$ cat config.mk
export PLATFORM = sky130hd
export DESIGN_NAME = ccs_top
export DESIGN_NICKNAME = d
export VERILOG_FILES = /design/src/rtl/ccs_pkg.sv /design/src/rtl/ccs_reg_if.sv /design/src/rtl/ccs_axil_slave.sv /design/src/rtl/ccs_top.sv
export SDC_FILE = /design/constraint.sdc
export NUM_CORES = 1
export LEC_CHECK = 0
export ABC_CLOCK_PERIOD_IN_PS = 5250
export BUFFER_PORTS_ARGS = -buffer_cell sky130_fd_sc_hd__buf_2
export CAP_MARGIN = 10
export CORE_MARGIN = 4
export CORE_UTILIZATION = 40
export DETAILED_ROUTE_END_ITERATION = 16
export GPL_TIMING_DRIVEN = 0
export SKIP_LAST_GASP = 1
export SLEW_MARGIN = 20
export SYNTH_ARGS = -nofsm -noshare
export SYNTH_HDL_FRONTEND = slang
export SYNTH_SLANG_ARGS = --single-unit
$ cat constraint.sdc
create_clock -name aclk -period 5.25 [get_ports aclk]
set_input_delay 0.525 -clock aclk [delete_from_list [all_inputs] [get_ports aclk]]
set_output_delay 0.525 -clock aclk [all_outputs]
set_load 0.02 [all_outputs]
$ cat src/rtl/ccs_pkg.sv
package ccs_pkg;
    // ****************************************
    // Clock and timing
    // ****************************************
    localparam int CLK_PERIOD_NS = 50;
    localparam int OST_TIME_NS = 409600;
    localparam int OST_CYCLES = (OST_TIME_NS + CLK_PERIOD_NS - 1) / CLK_PERIOD_NS;
    localparam int LOCK_TIME_NS = 51200;
    localparam int LOCK_CYCLES = (LOCK_TIME_NS + CLK_PERIOD_NS - 1) / CLK_PERIOD_NS;

    // ****************************************
    // Register offsets (byte addresses)
    // ****************************************
    localparam logic [7:0] OFF_PROC_CLK_CTRL = 8'h00;
    localparam logic [7:0] OFF_INT_OSC_MODE = 8'h04;
    localparam logic [7:0] OFF_CPU_CLK_STATUS = 8'h08;
    localparam logic [7:0] OFF_PROT_CMD = 8'h0C;
    localparam logic [7:0] OFF_STANDBY_CTRL = 8'h10;
    localparam logic [7:0] OFF_CLK_RUN_STATUS = 8'h14;

    // ****************************************
    // Reset values and field layout
    // ****************************************
    localparam logic [7:0] RST_PROC_CLK_CTRL = 8'h03;
    localparam logic [7:0] RST_INT_OSC_MODE = 8'h00;
    localparam logic [7:0] CPU_STATUS_INT_OSC = 8'h01;
    localparam logic [7:0] PROC_CLK_CTRL_WMASK = 8'hEF;
    localparam int BIT_MAIN_OSC_STOP = 6;
    localparam int BIT_CLK_SRC_FLAG = 4;
    localparam int BIT_SUB_SEL = 3;
    localparam int DIV_LSB = 0;
    localparam int DIV_W = 3;
    localparam int BIT_INT_OSC_STOP = 0;
    localparam int BIT_INT_OSC_CPU_FLAG = 0;
    localparam int STBY_W = 3;

    // ****************************************
    // Types
    // ****************************************
    typedef enum logic [1:0] {CPU_OST, CPU_MAIN, CPU_SUB, CPU_INT} ccs_cpu_src_e;
    typedef enum logic [2:0] {SB_NORMAL, SB_HALT, SB_LIGHT_IDLE_STANDBY, SB_DEEP_IDLE_STANDBY, SB_STOP} ccs_standby_e;
endpackage

$ cat src/rtl/ccs_reg_if.sv
`timescale 1ns/1ns
interface ccs_reg_if;
    logic wr_en;
    logic [7:0] wr_addr;
    logic [7:0] wr_data;
    logic rd_en;
    logic [7:0] rd_addr;
    logic [7:0] rd_data;
    logic rd_err;
    logic wr_err;

    modport slave (output wr_en, wr_addr, wr_data, rd_en, rd_addr,
                   input rd_data, rd_err, wr_err);
    modport core (input wr_en, wr_addr, wr_data, rd_en, rd_addr,
                  output rd_data, rd_err, wr_err);
endinterface

$ cat src/rtl/ccs_axil_slave.sv
`timescale 1ns/1ns
module ccs_axil_slave
    import ccs_pkg::*;
(
    input wire logic aclk,
    input wire logic aresetn,
    input wire logic [7:0] awaddr,
    input wire logic awvalid,
    output logic awready,
    input wire logic [31:0] wdata,
    input wire logic [3:0] wstrb,
    input wire logic wvalid,
    output logic wready,
    output logic [1:0] bresp,
    output logic bvalid,
    input wire logic bready,
    input wire logic [7:0] araddr,
    input wire logic arvalid,
    output logic arready,
    output logic [31:0] rdata,
    output logic [1:0] rresp,
    output logic rvalid,
    input wire logic rready,
    ccs_reg_if.slave rif
);
    logic aw_got_ff;
    logic w_got_ff;
    logic [7:0] awaddr_ff;
    logic [7:0] wdata_ff;
    logic wlane_ff;
    logic bvalid_ff;
    logic [1:0] bresp_ff;
    logic rvalid_ff;
    logic [31:0] rdata_ff;
    logic [1:0] rresp_ff;
    logic wr_go;

    // ****************************************
    // Write channel
    // ****************************************
    // Address and data may come in either order
    assign awready = !aw_got_ff && !bvalid_ff;
    assign wready = !w_got_ff && !bvalid_ff;
    assign wr_go = aw_got_ff && w_got_ff && !bvalid_ff;
    // Lane 0 off means nothing is stored
    assign rif.wr_en = wr_go && wlane_ff;
    assign rif.wr_addr = awaddr_ff;
    assign rif.wr_data = wdata_ff;
    assign bvalid = bvalid_ff;
    assign bresp = bresp_ff;

    // Capture address and data, answer one cycle after both are held
    always_ff @(posedge aclk) begin
        if (!aresetn) begin
            aw_got_ff <= 1'b0;
            w_got_ff <= 1'b0;
            awaddr_ff <= 8'h00;
            wdata_ff <= 8'h00;
            wlane_ff <= 1'b0;
            bvalid_ff <= 1'b0;
            bresp_ff <= 2'h0;
        end else begin
            if (awvalid && awready) begin
                aw_got_ff <= 1'b1;
                awaddr_ff <= awaddr;
            end
            if (wvalid && wready) begin
                w_got_ff <= 1'b1;
                wdata_ff <= wdata[7:0];
                wlane_ff <= wstrb[0];
            end
            if (wr_go) begin
                aw_got_ff <= 1'b0;
                w_got_ff <= 1'b0;
                bvalid_ff <= 1'b1;
                bresp_ff <= rif.wr_err ? 2'h2 : 2'h0;
            end else if (bvalid_ff && bready) begin
                bvalid_ff <= 1'b0;
            end
        end
    end

    // ****************************************
    // Read channel
    // ****************************************
    assign arready = !rvalid_ff;
    assign rif.rd_en = arvalid && arready;
    assign rif.rd_addr = araddr;
    assign rvalid = rvalid_ff;
    assign rdata = rdata_ff;
    assign rresp = rresp_ff;

    // Reads have no side effect, so data is taken straight at the handshake
    always_ff @(posedge aclk) begin
        if (!aresetn) begin
            rvalid_ff <= 1'b0;
            rdata_ff <= 32'h0000_0000;
            rresp_ff <= 2'h0;
        end else if (rif.rd_en) begin
            rvalid_ff <= 1'b1;
            rdata_ff <= {24'h00_0000, rif.rd_data};
            rresp_ff <= rif.rd_err ? 2'h2 : 2'h0;
        end else if (rvalid_ff && rready) begin
            rvalid_ff <= 1'b0;
        end
    end
endmodule

$ cat src/rtl/ccs_top.sv
// Our own choices: the register addresses and register access over AXI4-Lite.
`timescale 1ns/1ns
// How it works
// - Clearing main stop restarts main oscillator
// - Switch to main within one subclock period
// - Oscillator mode register 8-bit, resets 00H
// - Stop bit 1 halts internal oscillator
// - Mode register acts only if option allows
// - Internal oscillator kept while CPU flag set
// - Status register read-only, flag shows source
// - Watchdog overflow in stabilization sets flag
// - Peripheral clock runs only in listed states
// - PLL clock stops in reset, STOP, oscillator-off
// - PLL starts at half stabilization, then locks
// - PLL runs in light idle, stops deep
// - Watchdog oscillator clock runs except reset
// - Source flag 0 main, 1 subclock
// - Main oscillator stops in STOP or stop-on-sub
module ccs_top
    import ccs_pkg::*;
#(
    parameter int OST_CNT = OST_CYCLES,
    parameter int LOCK_CNT = LOCK_CYCLES
) (
    input wire logic aclk,
    input wire logic aresetn,
    input wire logic [7:0] awaddr,
    input wire logic awvalid,
    output logic awready,
    input wire logic [31:0] wdata,
    input wire logic [3:0] wstrb,
    input wire logic wvalid,
    output logic wready,
    output logic [1:0] bresp,
    output logic bvalid,
    input wire logic bready,
    input wire logic [7:0] araddr,
    input wire logic arvalid,
    output logic arready,
    output logic [31:0] rdata,
    output logic [1:0] rresp,
    output logic rvalid,
    input wire logic rready,
    input wire logic sub_tick,
    input wire logic wdt_overflow,
    input wire logic opt_int_osc_ctrl_en,
    input wire logic pll_mode,
    input wire logic wake_event,
    output logic main_osc_en,
    output logic int_osc_en,
    output logic pll_osc_en,
    output logic fxx_run,
    output logic fcpu_run,
    output logic fclk_run,
    output logic pll_clk_run,
    output logic periph_clk_run,
    output logic wdt_int_clk_run,
    output logic wdt_main_clk_run,
    output logic [DIV_W-1:0] system_clock_divider_select
);
    ccs_reg_if rif ();
    logic [7:0] processor_clock_ctrl_ff, internal_osc_mode_ff, clk_run_status;
    logic internal_osc_cpu_flag_ff, prot_armed_ff, out_valid_ff;
    ccs_cpu_src_e cpu_src_ff;
    ccs_standby_e stby_ff;
    logic [31:0] ost_cnt_ff, lock_cnt_ff;
    logic main_osc_run, pll_locked, half_ost, ost_done, pcc_wr, cpu_sub_select, main_osc_stop;
    // ****************************************
    // Bus slave
    // ****************************************
    ccs_axil_slave u_slave (
        .aclk(aclk),
        .aresetn(aresetn),
        .awaddr(awaddr),
        .awvalid(awvalid),
        .awready(awready),
        .wdata(wdata),
        .wstrb(wstrb),
        .wvalid(wvalid),
        .wready(wready),
        .bresp(bresp),
        .bvalid(bvalid),
        .bready(bready),
        .araddr(araddr),
        .arvalid(arvalid),
        .arready(arready),
        .rdata(rdata),
        .rresp(rresp),
        .rvalid(rvalid),
        .rready(rready),
        .rif(rif.slave)
    );
    // Offsets known to the block
    function automatic logic is_mapped(input logic [7:0] a);
        return a == OFF_PROC_CLK_CTRL || a == OFF_INT_OSC_MODE
            || a == OFF_CPU_CLK_STATUS || a == OFF_PROT_CMD
            || a == OFF_STANDBY_CTRL || a == OFF_CLK_RUN_STATUS;
    endfunction
    // Standby code from a written byte; unknown codes mean no standby
    function automatic ccs_standby_e to_standby(input logic [STBY_W-1:0] c);
        unique case (c)
            3'h1: return SB_HALT;
            3'h2: return SB_LIGHT_IDLE_STANDBY;
            3'h3: return SB_DEEP_IDLE_STANDBY;
            3'h4: return SB_STOP;
            default: return SB_NORMAL;
        endcase
    endfunction
    assign rif.wr_err = !is_mapped(rif.wr_addr);
    assign rif.rd_err = !is_mapped(rif.rd_addr);
    assign cpu_sub_select = processor_clock_ctrl_ff[BIT_SUB_SEL];
    assign main_osc_stop = processor_clock_ctrl_ff[BIT_MAIN_OSC_STOP];
    assign pcc_wr = rif.wr_en && rif.wr_addr == OFF_PROC_CLK_CTRL && prot_armed_ff;
    // ****************************************
    // Register file
    // ****************************************
    // Read mux; the source flag is live state, not stored bits
    always_comb begin
        rif.rd_data = 8'h00;
        unique case (rif.rd_addr)
            OFF_PROC_CLK_CTRL: begin
                rif.rd_data = processor_clock_ctrl_ff;
                rif.rd_data[BIT_CLK_SRC_FLAG] = (cpu_src_ff == CPU_SUB);
            end
            OFF_INT_OSC_MODE: rif.rd_data = internal_osc_mode_ff;
            OFF_CPU_CLK_STATUS: begin
                rif.rd_data[BIT_INT_OSC_CPU_FLAG] = internal_osc_cpu_flag_ff;
            end
            OFF_STANDBY_CTRL: rif.rd_data = {5'h00, stby_ff};
            OFF_CLK_RUN_STATUS: rif.rd_data = clk_run_status;
            default: rif.rd_data = 8'h00;
        endcase
    end
    // Protection latch: armed by the command write, spent by the next write
    always_ff @(posedge aclk) begin
        if (!aresetn) begin
            prot_armed_ff <= 1'b0;
        end else if (rif.wr_en) begin
            prot_armed_ff <= (rif.wr_addr == OFF_PROT_CMD);
        end
    end
    // Clock control; unprotected writes are dropped silently
    always_ff @(posedge aclk) begin
        if (!aresetn) begin
            processor_clock_ctrl_ff <= RST_PROC_CLK_CTRL;
        end else if (pcc_wr) begin
            processor_clock_ctrl_ff <= rif.wr_data & PROC_CLK_CTRL_WMASK;
        end
    end
    // Oscillator mode register, whole byte writable
    always_ff @(posedge aclk) begin
        if (!aresetn) begin
            internal_osc_mode_ff <= RST_INT_OSC_MODE;
        end else if (rif.wr_en && rif.wr_addr == OFF_INT_OSC_MODE) begin
            internal_osc_mode_ff <= rif.wr_data;
        end
    end
    // Flag is sticky until reset; only the watchdog during stabilization sets it
    always_ff @(posedge aclk) begin
        if (!aresetn) begin
            internal_osc_cpu_flag_ff <= 1'b0;
        end else if (cpu_src_ff == CPU_OST && wdt_overflow) begin
            internal_osc_cpu_flag_ff <= 1'b1;
        end
    end
    // Standby entry by write, exit by wake; wake wins over a same-cycle entry
    always_ff @(posedge aclk) begin
        if (!aresetn) begin
            stby_ff <= SB_NORMAL;
        end else if (wake_event) begin
            stby_ff <= SB_NORMAL;
        end else if (rif.wr_en && rif.wr_addr == OFF_STANDBY_CTRL
                     && cpu_src_ff != CPU_OST) begin
            stby_ff <= to_standby(rif.wr_data[STBY_W-1:0]);
        end
    end
    // ****************************************
    // Stabilization and PLL lockup counters
    // ****************************************
    assign half_ost = ost_cnt_ff >= 32'(OST_CNT / 2);
    assign ost_done = ost_cnt_ff >= 32'(OST_CNT - 1);
    assign pll_locked = lock_cnt_ff >= 32'(LOCK_CNT);
    // Count restarts on every entry to stabilization
    always_ff @(posedge aclk) begin
        if (!aresetn || cpu_src_ff != CPU_OST) begin
            ost_cnt_ff <= 32'h0000_0000;
        end else if (!ost_done) begin
            ost_cnt_ff <= ost_cnt_ff + 32'h0000_0001;
        end
    end

    // Lockup starts once the PLL oscillates; lost whenever main osc stops
    always_ff @(posedge aclk) begin
        if (!aresetn || !main_osc_run || stby_ff == SB_DEEP_IDLE_STANDBY) begin
            lock_cnt_ff <= 32'h0000_0000;
        end else if ((cpu_src_ff != CPU_OST || half_ost) && !pll_locked) begin
            lock_cnt_ff <= lock_cnt_ff + 32'h0000_0001;
        end
    end

    // ****************************************
    // CPU clock source sequencer
    // ****************************************
    // Main/sub switches happen only at a subclock edge, so at most one subclock period late
    always_ff @(posedge aclk) begin
        if (!aresetn) begin
            cpu_src_ff <= CPU_OST;
        end else begin
            unique case (cpu_src_ff)
                CPU_OST: begin
                    if (wdt_overflow) begin
                        cpu_src_ff <= CPU_INT;
                    end else if (ost_done) begin
                        cpu_src_ff <= CPU_MAIN;
                    end
                end
                CPU_MAIN: begin
                    if (stby_ff == SB_STOP && wake_event) begin
                        cpu_src_ff <= CPU_OST;
                    end else if (cpu_sub_select && sub_tick && stby_ff == SB_NORMAL) begin
                        cpu_src_ff <= CPU_SUB;
                    end
                end
                CPU_SUB: begin
                    if (!cpu_sub_select && sub_tick) begin
                        cpu_src_ff <= CPU_MAIN;
                    end
                end
                CPU_INT: cpu_src_ff <= CPU_INT;
            endcase
        end
    end

    // ****************************************
    // Derived clock gating
    // ****************************************
    // Stop bit only bites once the CPU runs on the subclock
    assign main_osc_run = stby_ff != SB_STOP
        && !(main_osc_stop && cpu_src_ff == CPU_SUB);
    // Next-state gates from source and standby mode
    logic nxt_main_osc_en, nxt_int_osc_en, nxt_pll_osc_en, nxt_fxx_run, nxt_fcpu_run;
    logic nxt_fclk_run, nxt_pll_clk_run, nxt_periph_clk_run;
    always_comb begin
        nxt_main_osc_en = main_osc_run;
        // Option gates the stop bit; CPU on the internal osc overrides it
        nxt_int_osc_en = !(opt_int_osc_ctrl_en
            && internal_osc_mode_ff[BIT_INT_OSC_STOP]
            && !internal_osc_cpu_flag_ff);
        nxt_pll_osc_en = 1'b0;
        nxt_fxx_run = 1'b0;
        nxt_fcpu_run = 1'b0;
        nxt_fclk_run = 1'b0;
        nxt_pll_clk_run = 1'b0;
        nxt_periph_clk_run = 1'b0;
        unique case (cpu_src_ff)
            CPU_OST: begin
                nxt_pll_osc_en = half_ost;
                nxt_pll_clk_run = half_ost && pll_locked;
            end
            CPU_MAIN: begin
                nxt_pll_osc_en = main_osc_run && stby_ff != SB_DEEP_IDLE_STANDBY;
                nxt_fxx_run = stby_ff inside {SB_NORMAL, SB_HALT};
                nxt_fcpu_run = stby_ff == SB_NORMAL;
                nxt_fclk_run = stby_ff inside {SB_NORMAL, SB_HALT};
                nxt_periph_clk_run = stby_ff inside {SB_NORMAL, SB_HALT};
                nxt_pll_clk_run = main_osc_run && pll_locked
                    && stby_ff inside {SB_NORMAL, SB_HALT, SB_LIGHT_IDLE_STANDBY};
            end
            CPU_SUB: begin
                nxt_pll_osc_en = main_osc_run;
                nxt_fxx_run = main_osc_run && stby_ff == SB_NORMAL;
                nxt_fcpu_run = stby_ff == SB_NORMAL;
                nxt_fclk_run = stby_ff == SB_NORMAL;
                nxt_periph_clk_run = main_osc_run && stby_ff == SB_NORMAL;
                nxt_pll_clk_run = main_osc_run && pll_locked;
            end
            CPU_INT: begin
                nxt_fcpu_run = stby_ff == SB_NORMAL;
                nxt_fclk_run = stby_ff inside {SB_NORMAL, SB_HALT};
            end
        endcase
        nxt_pll_clk_run = nxt_pll_clk_run && pll_mode;
    end

    // All gates held off during reset, then follow the next-state terms; the watchdog oscillator clock is simply on
    always_ff @(posedge aclk) begin
        if (!aresetn) begin
            out_valid_ff <= 1'b0;
            main_osc_en <= 1'b0;
            int_osc_en <= 1'b0;
            pll_osc_en <= 1'b0;
            fxx_run <= 1'b0;
            fcpu_run <= 1'b0;
            fclk_run <= 1'b0;
            pll_clk_run <= 1'b0;
            periph_clk_run <= 1'b0;
            wdt_int_clk_run <= 1'b0;
            wdt_main_clk_run <= 1'b0;
        end else begin
            out_valid_ff <= 1'b1;
            main_osc_en <= nxt_main_osc_en;
            int_osc_en <= nxt_int_osc_en;
            pll_osc_en <= nxt_pll_osc_en;
            fxx_run <= nxt_fxx_run;
            fcpu_run <= nxt_fcpu_run;
            fclk_run <= nxt_fclk_run;
            pll_clk_run <= nxt_pll_clk_run;
            periph_clk_run <= nxt_periph_clk_run;
            wdt_int_clk_run <= 1'b1;
            wdt_main_clk_run <= nxt_periph_clk_run;
        end
    end

    assign system_clock_divider_select = processor_clock_ctrl_ff[DIV_LSB +: DIV_W];
    assign clk_run_status = {wdt_main_clk_run, wdt_int_clk_run, periph_clk_run,
        pll_clk_run, fclk_run, fcpu_run, fxx_run, main_osc_en};
endmodule

; ---- Yosys cells after proc, flatten, opt, wreduce, memory -nomap -nowiden
; Index checks and enable logic that the tools add are counted.
[classes]
addsub = 2
n_lt_le_gt_ge = 3
reduce_logical = 71
mux = 20
bitwise = 1
eq_ne = 26
[op_table]
columns = cell, n
row1 = adder 32 x 1 -> 32 bit (second input constant), 2
row2 = >= comparator 32 x 13 -> 1 bit (second input constant), 2
row3 = == test 8 x 4 -> 1 bit (second input constant), 4
row4 = == test 8 x 5 -> 1 bit (second input constant), 4
row5 = >= comparator 32 x 11 -> 1 bit (second input constant), 1
row6 = logical AND 1 bit, 31
row7 = one-hot mux 7 bit (4 select lines), 1
row8 = == test 8 x 3 -> 1 bit (second input constant), 2
row9 = logical NOT 8 bit, 2
row10 = logical OR 1 bit, 14
row11 = 2-to-1 mux 2 bit, 7
row12 = == test 3 x 2 -> 1 bit (second input constant), 4
row13 = one-hot mux 3 bit (4 select lines), 1
row14 = logical NOT 1 bit, 11
row15 = inequality test 3 bit (second input constant), 3
row16 = one-hot mux 2 bit (4 select lines), 1
row17 = nonzero test 2 bit, 4
row18 = == test 3 x 1 -> 1 bit (second input constant), 2
row19 = == test 3 bit (second input constant), 2
row20 = one-hot mux 1 bit (3 select lines), 2
row21 = OR reduction 2 bit, 3
row22 = 2-to-1 mux 1 bit, 5
row23 = one-hot mux 1 bit (5 select lines), 1
row24 = == test 2 bit (second input constant), 2
row25 = other kinds (11), 12
[word_totals]
word_cells = 149
register_bits = 127
in_bits = 64

; ---- Depth between registers and ports, before layout
; Gate-level depths: netlist of run 1.
[depth]
word_depth = 8
depth_mapped = 7

; ---- Hierarchy
; From an unflattened synthesis of run 1, not the netlist that was laid out.
[unflattened]
cells_unflattened = 619
hier_area_um2 = 5522.8
[modules_own_cells]
columns = mod, cells_per_inst, instances, area_per_inst_um2
row1 = ccs_top, 443, 1, 4047.6
row2 = ccs_axil_slave, 176, 1, 1475.2

; ---- Least setup slack after synthesis of run 1
; Ideal clock, no wire load.
[synth_path]
kind = reg-to-reg
from = register lock_cnt_ff[15]
to = register lock_cnt_ff[4]
slack_ps = 3151
setup_time_ps = 76
t_arrival_ps = 2023
path_buffers = 1
path_stages_with_launch = 6
path_cell_list = dfxtp_1 > or4_1 > or4_1 > buf_2 > or4_1 > a21oi_1
[synth_via]
elab_chain_cells = 3
[synth_rtl]
columns = element, line
row1 = "start, declared", ccs_top.sv:66  ; logic [31:0] ost_cnt_ff, lock_cnt_ff;
row2 = "start signal, assigned", ccs_top.sv:197  ; lock_cnt_ff <= lock_cnt_ff + 32'h0000_0001;
row3 = >= comparator 32 x 11 -> 1 bit, ccs_top.sv:182  ; assign pll_locked = lock_cnt_ff >= 32'(LOCK_CNT);
row4 = logical NOT 1 bit, ccs_top.sv:196  ; end else if ((cpu_src_ff != CPU_OST || half_ost) && !pll_locked) begin
row5 = logical AND 1 bit, ccs_top.sv:196
; No other way between the ends.
; A chain may end at the register's enable or synchronous reset.

; ---- Worst setup path in the final report of run 1
[layout_path]
from = register ost_cnt_ff[0]
to = register cpu_src_ff[0]
[layout_via]
elab_chain_cells = 3
[layout_rtl]
columns = element, line
row1 = "start, declared", ccs_top.sv:66
row2 = "start signal, assigned", ccs_top.sv:188  ; ost_cnt_ff <= ost_cnt_ff + 32'h0000_0001;
row3 = >= comparator 32 x 13 -> 1 bit, ccs_top.sv:181  ; assign ost_done = ost_cnt_ff >= 32'(OST_CNT - 1);
row4 = inequality test 3 bit (no source line), --
row5 = AND reduction 3 bit (no source line), --
row6 = "end signal, assigned", ccs_top.sv:207  ; cpu_src_ff <= CPU_OST;
row7 = "end signal, assigned", ccs_top.sv:212  ; cpu_src_ff <= CPU_INT;
row8 = "end signal, assigned", ccs_top.sv:214  ; cpu_src_ff <= CPU_MAIN;
row9 = "end, declared", ccs_top.sv:64  ; ccs_cpu_src_e cpu_src_ff;
; No other way between the ends.

==> out/metrics.cfg, run 1 <==
[timing]
worst_pin_slew_ns=0.733
rsz0062_at_grt=no
fmax_mhz=415
maxSlewViolCount=0
hold_violations=0
setup_viol=0
slew_headroom=0.505
period_share=0.458
worst_slack_ns=2.84
tns_ns=0
skew_ns=0.00929
whs_ns=0.257
period_needed_ns=2.41

[detailed_routing]
first_iter_violations=382
drt_wl_total_mm=12.3
dr_total_vias=4438
drc_errors=0
vias_per_cell=4.99
first_pass_iters=4
wl_per_cell_um=13.8
postRouteAntennaNets=0

[global_route]
grt_pass1_vias=4195
grt_pass1_wl_mm=20.4
grt_max_degree=17
grtUsageTotal=0.170
overflow=0
antenna_found_initial=0

[critical_path]
cp-end-kind=register
cp-start-kind=register
critPathSlowestCell=nor4_2
critPathArrivalTime_ns=2.73
critPathTopFamily=simple AND/OR/NAND/NOR gates
crit_cells=7
crit_path_cell_trace=ha_1, nand4_1, nor4_2, or3_1, clkbuf_1, o32a_1, mux2i_1
crit_path_max_incr_delay_ns=0.58
crit_path_max_fanout=9
path_class=reg -> reg
worstPathRequired_ns=5.58
reg2reg_depth=7
path_buf_inv=1

[placement]
place_congestion=0.815
port-buffer-count=63
hpwl_mm=9.06
placedCellCount=858
post-place-ws_ns=2.87

[logic_synthesis]
synthMuxAreaShare=0.0508
netlist_area_um2=5290
synthArstFlopShare=0
avgSynthCellArea_um2=8.85
synth-simple-area-share=0.265
synth_edf_count=0
synth_seq_cells=125
synth_compound_area_frac=0.101
ys_warn_count=0
synth-seq-area-share=0.473
synth_top_family_by_area=simple AND/OR/NAND/NOR gates
synthCells=598
synthFlopType=dfxtp_1
synth_cell_types=50
synthAdderAreaFrac=0.0236
synth_xor_area_frac=0.00993

[power_and_ir_drop]
cellLeakagePower_uw=0.00293
max-vdd-ir-drop_uv=298
p_per_area_nw_per_um2=412

[die]
die-height_um=123
pin_count=118
rows=41
die_w_um=123
core_area_um2=12800
start_util=0.414
dieArea_um2=15100

[cells_and_area]
syn_to_final_growth_pct=23.5
final_layout_size_suffix_gt1_frac=0.195
antennaDiodeCount=0
mostFrequentLayoutCells=125 x dfxtp_1, 70 x nand2_1, 65 x buf_2
fillers=1161
layout_commonest_cell=dfxtp_1
fin_nets=779
fin_cells=889

[clocking]
clock_path_buffers=2
cts_made_buffers=17
cts_hold_buf=0
cts_tree=built
clk_pin_slew_ns=0.05
post-cts-setup-buffers=0
cts_root_buf=clkbuf_16
htree_levels=4
cts_sinks=125
clk_latency_ns=0.40
cts_resized=0

[min_path]
worstHoldPathCells=1
hp-class=in -> reg

[outcome]
outcome=completed

[job]
cap_viol_max_count=0

## final timing paths
check / startpoint / to / slack, ns
setup / recovery: ost_cnt_ff[0] / cpu_src_ff[0] / 2.84
hold / removal: aresetn / wdt_int_clk_run / 0.26
setup reg to reg: ost_cnt_ff[0] / cpu_src_ff[0] / 2.84
hold reg to reg: ost_cnt_ff[13] / ost_cnt_ff[13] / 0.45
## through the flow
step	cell area (um^2)	utilization	power, uW
finish	6540	0.512	2690
global route	6540	0.512	2830
CTS	6540	0.512	2720
detailed placement	5920	0.463	1500
global placement	5920	0.463	1480
floorplan	5390	-	1370
## layer usage
layer / vias to the layer above / track usage / part of all wire / wire (um)
met2: 90 / 0.265 / 0.46 / 5640
met5: - / 0 / 0 / 0
met4: 0 / 0.0436 / 0.0078 / 95
met3: 9 / 0.0448 / 0.049 / 601
met1: 2069 / 0.235 / 0.48 / 5910
li1: 2270 / - / - / -
## logic make-up after synthesis
family | after synthesis
AND/OR/NAND/NOR | 265
AO/OA/AOI/OAI | 91
buffers and inverters | 76
adder cells (fa/ha/maj) | 10
flip-flops | 125
XOR/XNOR | 6
other | 1
multiplexers | 24
## synthesized netlist by cell type, drive strengths merged (2+ instances only)
master / number / area share
nand3b: 3 / 0.0043
nand2: 70 / 0.050
o21ai: 10 / 0.0095
nand4: 8 / 0.0095
a211oi: 2 / 0.0028
a22o: 2 / 0.0033
ha: 10 / 0.024
nand4b: 4 / 0.0066
or3: 7 / 0.0083
a22oi: 3 / 0.0043
and4: 2 / 0.0033
a21oi: 52 / 0.049
or4: 12 / 0.017
mux2: 3 / 0.0064
dfxtp: 125 / 0.47
and2: 4 / 0.0047
buf: 35 / 0.047
o2111ai: 2 / 0.0033
nand3: 24 / 0.023
or2: 2 / 0.0024
mux4: 2 / 0.0085
a31oi: 5 / 0.0059
mux2i: 19 / 0.036
and3: 43 / 0.051
nor3: 8 / 0.0076
nor2b: 4 / 0.0047
nor4b: 3 / 0.0061
o31ai: 7 / 0.0099
inv: 16 / 0.011
nand2b: 9 / 0.011
clkbuf: 25 / 0.018
nor2: 43 / 0.030
xnor2: 6 / 0.0099
nor4: 17 / 0.022
## layout make-up
cell class              count  area (um^2)  area share
flip-flops and latches    125         2500       0.383
multi-input cells         422         2480       0.379
clock buffers              19          453      0.0693
plain buffers              60          344      0.0526
repair buffers             63          315      0.0482
well taps                 172          215      0.0329
clock inverters            12          169      0.0258
inverters                  16         60.1     0.00918
## registers in the layout (all words and copies together), names as in the netlist, 2 cells and up
register / count
cpu_src_ff: 2
u_slave.rdata: 8
ost_cnt_ff: 32
u_slave.rif.wr_data: 8
internal_osc_mode_ff: 8
stby_ff: 3
u_slave.rif.wr_addr: 8
lock_cnt_ff: 32
processor_clock_ctrl_ff: 7
## power breakdown
| group | internal (uW) | switching [uW] | total [uW] |
|---|---|---|---|
| Sequential | 995 | 43.3 | 1040 |
| Combinational | 162 | 273 | 436 |
| Clock | 812 | 405 | 1220 |
No activity file was read; power rests on OpenSTA's default activity.
==> run 2, diff against run 1 <==
ABC_AREA = 1   (was default)
ABC_CLOCK_PERIOD_IN_PS = 2100   (was 5250)
clock period = 2.1 ns   (was 5.25 ns; I/O delays follow)
==> run 2 against run 1 <==
  * Critical path depth increased by 3
  * Clock skew about the same
  * Via count increased by 5.9%
  * Die area increased by 3.8%
  * Sequential cell count unchanged
  * First-iteration DRC count decreased by 45%
  * Register-to-register slack got worse by 2.6 ns
  * Cell area increased by 3.8%
  * Area after synthesis increased by 4.0%
  * Largest cell class unchanged
==> out/metrics.cfg, run 2 <==
[logic_synthesis]
yosysMostFrequentCell=nor2_1
synth-seq-area-share=0.455  ; -0.0183
synth_common_cells=126 x nor2_1, 125 x dfxtp_1, 123 x nand2_1, 94 x inv_1, 65 x a21oi_1
yosys.area.top_type=dfxtp_1
ys_warn_count=0  ; unchanged
synth_cell_types=34  ; -32%
synthTopCellsByArea=dfxtp_1 45%, nor2_1 8.6%, nand2_1 8.4%, inv_1 6.4%, a21oi_1 5.9%
synth_edf_count=0  ; unchanged
avgSynthCellArea_um2=7.28  ; -18%
synthArstFlopShare=0  ; unchanged
synthFlopType=dfxtp_1
yosys.area.top_type_share=0.455  ; -0.0183
synthCells=756  ; +26%
synth_seq_cells=125  ; unchanged
netlist_area_um2=5510  ; +4.0%

[timing]
period_share=0.883  ; +0.424
tns_ns=0  ; unchanged
setup_viol=0  ; unchanged
slew_headroom=0.561  ; +0.0565
worst_slack_ns=0.246  ; -2.60 ns
whs_ns=0.0225  ; -0.235 ns
rsz0062_at_grt=no
worst_pin_slew_ns=0.656  ; -0.0769 ns
skew_ns=0.00905  ; -0.000238 ns
maxSlewViolCount=0  ; unchanged
period_needed_ns=1.85  ; -0.553 ns
fmax_mhz=539  ; +30%
hold_violations=0  ; unchanged

[detailed_routing]
first_pass_iters=4  ; unchanged
drt_wl_total_mm=11.9  ; -2.8%
postRouteAntennaNets=0  ; unchanged
drc_errors=0  ; unchanged
dr_total_vias=4701  ; +5.9%
first_iter_violations=212  ; -45%
vias_per_cell=4.46  ; -11%
wl_per_cell_um=11.3  ; -18%

[global_route]
grtUsageTotal=0.156  ; -0.0136
grt_max_degree=17  ; unchanged
antenna_found_initial=1  ; +1
grt_pass1_wl_mm=20.1  ; -1.5%
grt_pass1_vias=4314  ; +2.8%
overflow=0  ; unchanged

[critical_path]
cp-end-kind=register
crit_path_max_fanout=10  ; +1
reg2reg_depth=10  ; +3
r2r_start=ost_cnt_ff[1]
path_class=reg -> reg
worstPathRequired_ns=2.38  ; -3.20 ns
timing.rr.end=ost_cnt_ff[4]
critPathArrivalTime_ns=2.13  ; -0.60 ns
reg2reg_slack_ns=0.25  ; -2.60 ns
cp-start-kind=register

[die]
dieArea_um2=15700  ; +3.8%
rows=42  ; +2.4%
core_area_um2=13300  ; +4.5%
die-height_um=125  ; +1.9%
pin_count=118  ; unchanged
start_util=0.412  ; -0.00189
die_w_um=125  ; +1.9%

[power_and_ir_drop]
p_seq_frac=0.384  ; -0.002
clockPowerShare=0.459  ; +0.007
p_per_area_nw_per_um2=1000  ; +140%
internal_power_uw=4990  ; +150%
cellLeakagePower_uw=0.00302  ; +3.0%
switchingPower_uw=1800  ; +150%
max-vdd-ir-drop_uv=572  ; +92%
combPwrFrac=0.156  ; -0.006
power.total_uw=6790  ; +150%
swShare=0.265  ; -0.00338

[clocking]
clk_latency_ns=0.42  ; +0.02 ns
cts_sinks=125  ; unchanged
htree_levels=4  ; unchanged
cts_resized=0  ; unchanged
clk_pin_slew_ns=0.05  ; about the same
clock_path_buffers=2  ; unchanged
cts_made_buffers=17  ; unchanged
cts_tree=built
cts_hold_buf=1  ; +1
post-cts-setup-buffers=0  ; unchanged
cts_root_buf=clkbuf_16

[cells_and_area]
mostFrequentLayoutCells=126 x nor2_1, 125 x dfxtp_1, 123 x nand2_1
syn_to_final_growth_pct=23.3
final_layout_size_suffix_gt1_frac=0.162  ; -0.0333
fin_cells=1053  ; +18%
largest_registers=lock_cnt_ff: 32 flops, ost_cnt_ff: 32 flops
layout_commonest_cell=nor2_1
fin_nets=939  ; +21%
antennaDiodeCount=0  ; unchanged

[min_path]
hold_start=aresetn
worstHoldPathCells=1  ; unchanged
hp-class=in -> reg
holdPathEnd=wdt_int_clk_run

[job]
cap_viol_max_count=0  ; unchanged

[placement]
place_congestion=0.784  ; -3.8%
placedCellCount=1021  ; +19%
port-buffer-count=64  ; +1.6%
hpwl_mm=8.89  ; -1.8%
post-place-ws_ns=0.230  ; -2.64 ns

[outcome]
outcome=completed

==> run 2: cell count changes after synthesis, sizes merged, moves of 12 or more <==
| cell | change |
|---|---|
| inv | +79 |
| nand3 | +33 |
| or4 | -12 |
| a21oi | +13 |
| xor2 | +12 |
| nand2 | +57 |
| nor4 | -17 |
| mux2i | -19 |
| clkbuf | -13 |
| nor2 | +86 |
| o21ai | +34 |
| and3 | -43 |
==> run 2: power groups by stage <==
stage | Clock, uW | Sequential [uW] | Combinational [uW]
after detailed placement | 0 | 2660 | 1070
after CTS | 3190 | 2610 | 1070
after global routing | 3300 | 2630 | 1210
final | 3120 | 2610 | 1060
after global placement | 0 | 2660 | 1070
after floorplan | 0 | 2670 | 750
==> run 2: worst max-delay path by stage <==
stage	startpoint	endpoint	slack (ns)	cells past startpoint
2_1_floorplan	ost_cnt_ff[0]	ost_cnt_ff[5]	0.51	10
3_3_place_gp	ost_cnt_ff[1]	ost_cnt_ff[9]	0.25	10
3_5_place_dp	ost_cnt_ff[1]	ost_cnt_ff[5]	0.23	10
4_1_cts	ost_cnt_ff[1]	ost_cnt_ff[5]	0.21	10
5_1_grt	ost_cnt_ff[1]	ost_cnt_ff[12]	0.03	10
6_report	ost_cnt_ff[1]	ost_cnt_ff[4]	0.25	10
==> run 2: through the flow <==
stage / utilization / cell area [um^2]
floorplan: - / 5600
global placement: 0.460 / 6140
detailed placement: 0.460 / 6140
CTS: 0.508 / 6790
global route: 0.508 / 6790
finish: 0.508 / 6790
==> run 2: logic make-up (layout without fill, tap and decap cells) <==
kind of cell | count (synthesis) | in the layout | share of synthesized area
buffers and inverters | 146 | 242 | 0.124
XOR/XNOR | 18 | 18 | 0.0286
adder cells (fa/ha/maj) | 10 | 10 | 0.0227
flip-flops | 125 | 125 | 0.455
AO/OA/AOI/OAI | 117 | 117 | 0.110
other | 1 | 26 | 0.000681
AND/OR/NAND/NOR | 339 | 339 | 0.260
==> run 2: cell type report <==
cell class | count | area [um^2]
inverters | 96 | 362
well taps | 176 | 220
clock inverters | 6 | 130
plain buffers | 50 | 319
fillers | 1415 | 6560
flip-flops and latches | 125 | 2500
clock buffers | 25 | 505
multi-input cells | 510 | 2420
repair buffers | 65 | 330
==> run 2: critical path: stages (launching register included) <==
cell	delay (ns)
dfxtp_1	0.38
ha_1	0.26
inv_1	0.07
nor2_2	0.16
and2_1	0.18
nand3_1	0.12
nand2_2	0.15
inv_2	0.08
buf_2	0.19
nand2_1	0.07
a21oi_1	0.05
==> run 2: layer usage <==
layer  up-vias  global-route usage  wire (um)
li1       2559                   -          -
met1      2015               0.199       5630
met2       102               0.249       5350
met3        23              0.0439        667
met4         2              0.0682        254
met5         -                   0         13
==> run 3, diff against run 2 <==
SYNTH_HIERARCHICAL = 1   (was default)
==> run 3 against run 2 <==
  * Core utilization shrank 1.2 points
  * Clock skew shrank 0.0045 ns
  * Die area grew 5.0%
  * Fmax shrank 3.6%
  * Sequential power is essentially flat
  * Clock power shrank 11%
  * Area after synthesis grew 5.3%
  * Sequential cell count is the same
  * Worst setup slack lost 0.070 ns
  * Critical path type unchanged
  * Largest cell class is now multi-input gates
  * Largest power group unchanged
==> out/metrics.cfg, run 3 <==
[outcome]
outcome=completed

[timing]
hold_violations=0  ; unchanged
rsz0062_at_grt=no
maxSlewViolCount=0  ; unchanged
slew_headroom=0.569  ; +0.00761
fmax_mhz=520  ; -3.6%
worst_pin_slew_ns=0.641  ; -0.0143 ns
setup_viol=0  ; unchanged
skew_ns=0.00453  ; -0.00452 ns
period_needed_ns=1.92  ; +0.0696 ns
period_share=0.916  ; +0.0331

[critical_path]
path_buf_inv=4  ; +1
cp_common_cell=inv_1
crit_path_max_incr_delay_ns=0.46  ; +0.08 ns
worstPathRequired_ns=2.39  ; about the same
critPathTopFamily=buffers and inverters
cp-start-kind=register
cp-end-kind=register
path_class=reg -> reg
critPathSlowestCell=o21ai_0
crit_path_max_fanout=10  ; unchanged
critPathArrivalTime_ns=2.22  ; +0.09 ns
crit_path_cell_trace=inv_1, ha_1, inv_1, o21ai_0, nor3_1, inv_1, buf_2, a21oi_1

[clocking]
post-cts-setup-buffers=0  ; unchanged
cts_root_buf=clkbuf_16
htree_levels=4  ; unchanged
cts_made_buffers=17  ; unchanged
clk_latency_ns=0.41  ; about the same
clk_pin_slew_ns=0.05  ; about the same
cts_sinks=125  ; unchanged
clock_path_buffers=2  ; unchanged
cts_tree=built

[global_route]
overflow=0  ; unchanged
antenna_found_initial=1  ; unchanged
grt_max_degree=17  ; unchanged
grtUsageTotal=0.158  ; +0.00185
grt_pass1_wl_mm=21.0  ; +4.5%
grt_pass1_vias=4530  ; +5.0%

[detailed_routing]
vias_per_cell=4.50  ; +0.81%
drc_errors=0  ; unchanged
dr_total_vias=4919  ; +4.6%
postRouteAntennaNets=0  ; unchanged
first_iter_violations=279  ; +32%
drt_wl_total_mm=12.5  ; +4.8%
wl_per_cell_um=11.4  ; +0.94%
first_pass_iters=4  ; unchanged

[logic_synthesis]
synth_edf_count=0  ; unchanged
yosys.area.top_type_share=0.431  ; -0.0230
synth_common_cells=149 x nor2_1, 125 x dfxtp_1, 117 x nand2_1, 112 x inv_1, 66 x nand3_1
avgSynthCellArea_um2=7.22  ; -0.82%
synthTopCellsByArea=dfxtp_1 43%, nor2_1 9.6%, nand2_1 7.6%, inv_1 7.2%, nand3_1 5.7%
synthFlopType=dfxtp_1
synthArstFlopShare=0  ; unchanged
yosys.area.top_type=dfxtp_1
yosysMostFrequentCell=nor2_1
synth_seq_cells=125  ; unchanged
synth-seq-area-share=0.431  ; -0.0230
ys_warn_count=6  ; +6
synthCells=803  ; +6.2%
netlist_area_um2=5800  ; +5.3%
synth_cell_types=40  ; +18%

[cells_and_area]
fin_cells=1093  ; +3.8%
fin_nets=976  ; +3.9%
syn_to_final_growth_pct=20.2
antennaDiodeCount=0  ; unchanged
layout_commonest_cell=nor2_1
final_area_um2=6970  ; +2.7%
final_layout_size_suffix_gt1_frac=0.163  ; +0.00128
largest_registers=lock_cnt_ff: 32 flops, ost_cnt_ff: 32 flops
mostFrequentLayoutCells=147 x nor2_1, 125 x dfxtp_1, 117 x nand2_1

[die]
start_util=0.413  ; +0.000543
core_area_um2=14000  ; +5.2%
die_w_um=128  ; +2.5%
die-height_um=128  ; +2.5%
pin_count=118  ; unchanged
dieArea_um2=16500  ; +5.0%
rows=43  ; +2.4%

[power_and_ir_drop]
cellLeakagePower_uw=0.00320  ; +6.0%
p_per_area_nw_per_um2=940  ; -6.2%
power.total_uw=6550  ; -3.6%
max-vdd-ir-drop_uv=677  ; +18%

[placement]
placedCellCount=1062  ; +4.0%
dpl_cell_area_um2=6390  ; +4.1%
hpwl_mm=9.28  ; +4.4%
place_congestion=0.783  ; -0.22%
port-buffer-count=54  ; -16%

[min_path]
hp-class=in -> reg

[job]
cap_viol_max_count=0  ; unchanged

run 3: cell types whose count changed after synthesis, moves of 5 or more:
| cell | change |
|---|---|
| nor2_1 | +23 |
| inv_1 | +18 |
| a21oi_1 | -12 |
| buf_4 | +10 |
| o21ai_0 | -10 |
| nand3_1 | +9 |
| nand2_1 | -6 |
| buf_2 | +5 |
| clkbuf_1 | -5 |
| nor2_4 | +5 |
run 3: final timing paths:
| kind | startpoint | endpoint | slack [ns] | cells past startpoint |
|---|---|---|---|---|
| setup reg to reg | cpu_src_ff[0] | lock_cnt_ff[8] | 0.18 | 8 |
| setup / recovery | cpu_src_ff[0] | lock_cnt_ff[8] | 0.18 | 8 |
| hold reg to reg | lock_cnt_ff[25] | lock_cnt_ff[25] | 0.42 | 2 |
| hold / removal | aresetn | wdt_int_clk_run | 0.03 | 1 |
run 3: final cells by class:
class                      instances  area (um^2)
buffer                            63          427
clock buffer                      23          468
multi-input combinational        526         2550
fill                            1437         7070
clock inverter                     7         90.1
inverter                         114          428
tap                              180          225
timing repair buffer              55          280
sequential                       125         2500
run 3: where the power goes:
part	internal (uW)	switching (uW)
Clock	1790	992
Sequential	2510	109
Combinational	399	751
run 3: worst reg2reg max path: cells and delay by family (launching register included):
kind | cells | cell delay, ns
AOI/OAI and AO/OA | 2 | 0.52
adders and majority gates | 1 | 0.20
buffers and inverters | 4 | 0.64
DFF | 1 | 0.35
and+or+nand+nor | 1 | 0.10
run 3: repair_timing:
action | CTS | global route
resized for setup | 1 | 3
hold endpoints to repair | 1 | 0
gates cloned | 0 | 0
endpoints found under the setup margin | 6 | 14
hold buffers | 1 | 0
run 3: cell families after synthesis:
group | share of synthesized area
compound gates | 0.0988
xor+xnor | 0.0211
fa+ha+maj | 0.0216
buf+inv | 0.147
flops | 0.431
other cells | 0.000647
simple gates | 0.279
run 3: per-stage QoR:
| stage | utilization | setup WS (ns) | TNS [ns] | hold slack (ns) |
|---|---|---|---|---|
| 6_report | 0.496 | 0.176 | 0 | 0.0283 |
| 5_1_grt | 0.496 | 0.0131 | 0 | 0.00951 |
| 4_1_cts | 0.496 | 0.0251 | 0 | 0.00455 |
| 3_5_place_dp | 0.455 | -0.0790 | -0.350 | 0.417 |
| 3_3_place_gp | 0.455 | -0.0521 | -0.204 | 0.415 |
| 2_1_floorplan | - | 0.297 | 0 | 0.238 |
run 3: per-layer routing:
metal | global-route usage | vias to the layer above | wire (um)
met2 | 0.219 | 102 | 5050
met3 | 0.0511 | 15 | 760
met1 | 0.231 | 2137 | 6500
li1 | - | 2663 | -
met5 | 0 | - | 13
met4 | 0.0537 | 2 | 157
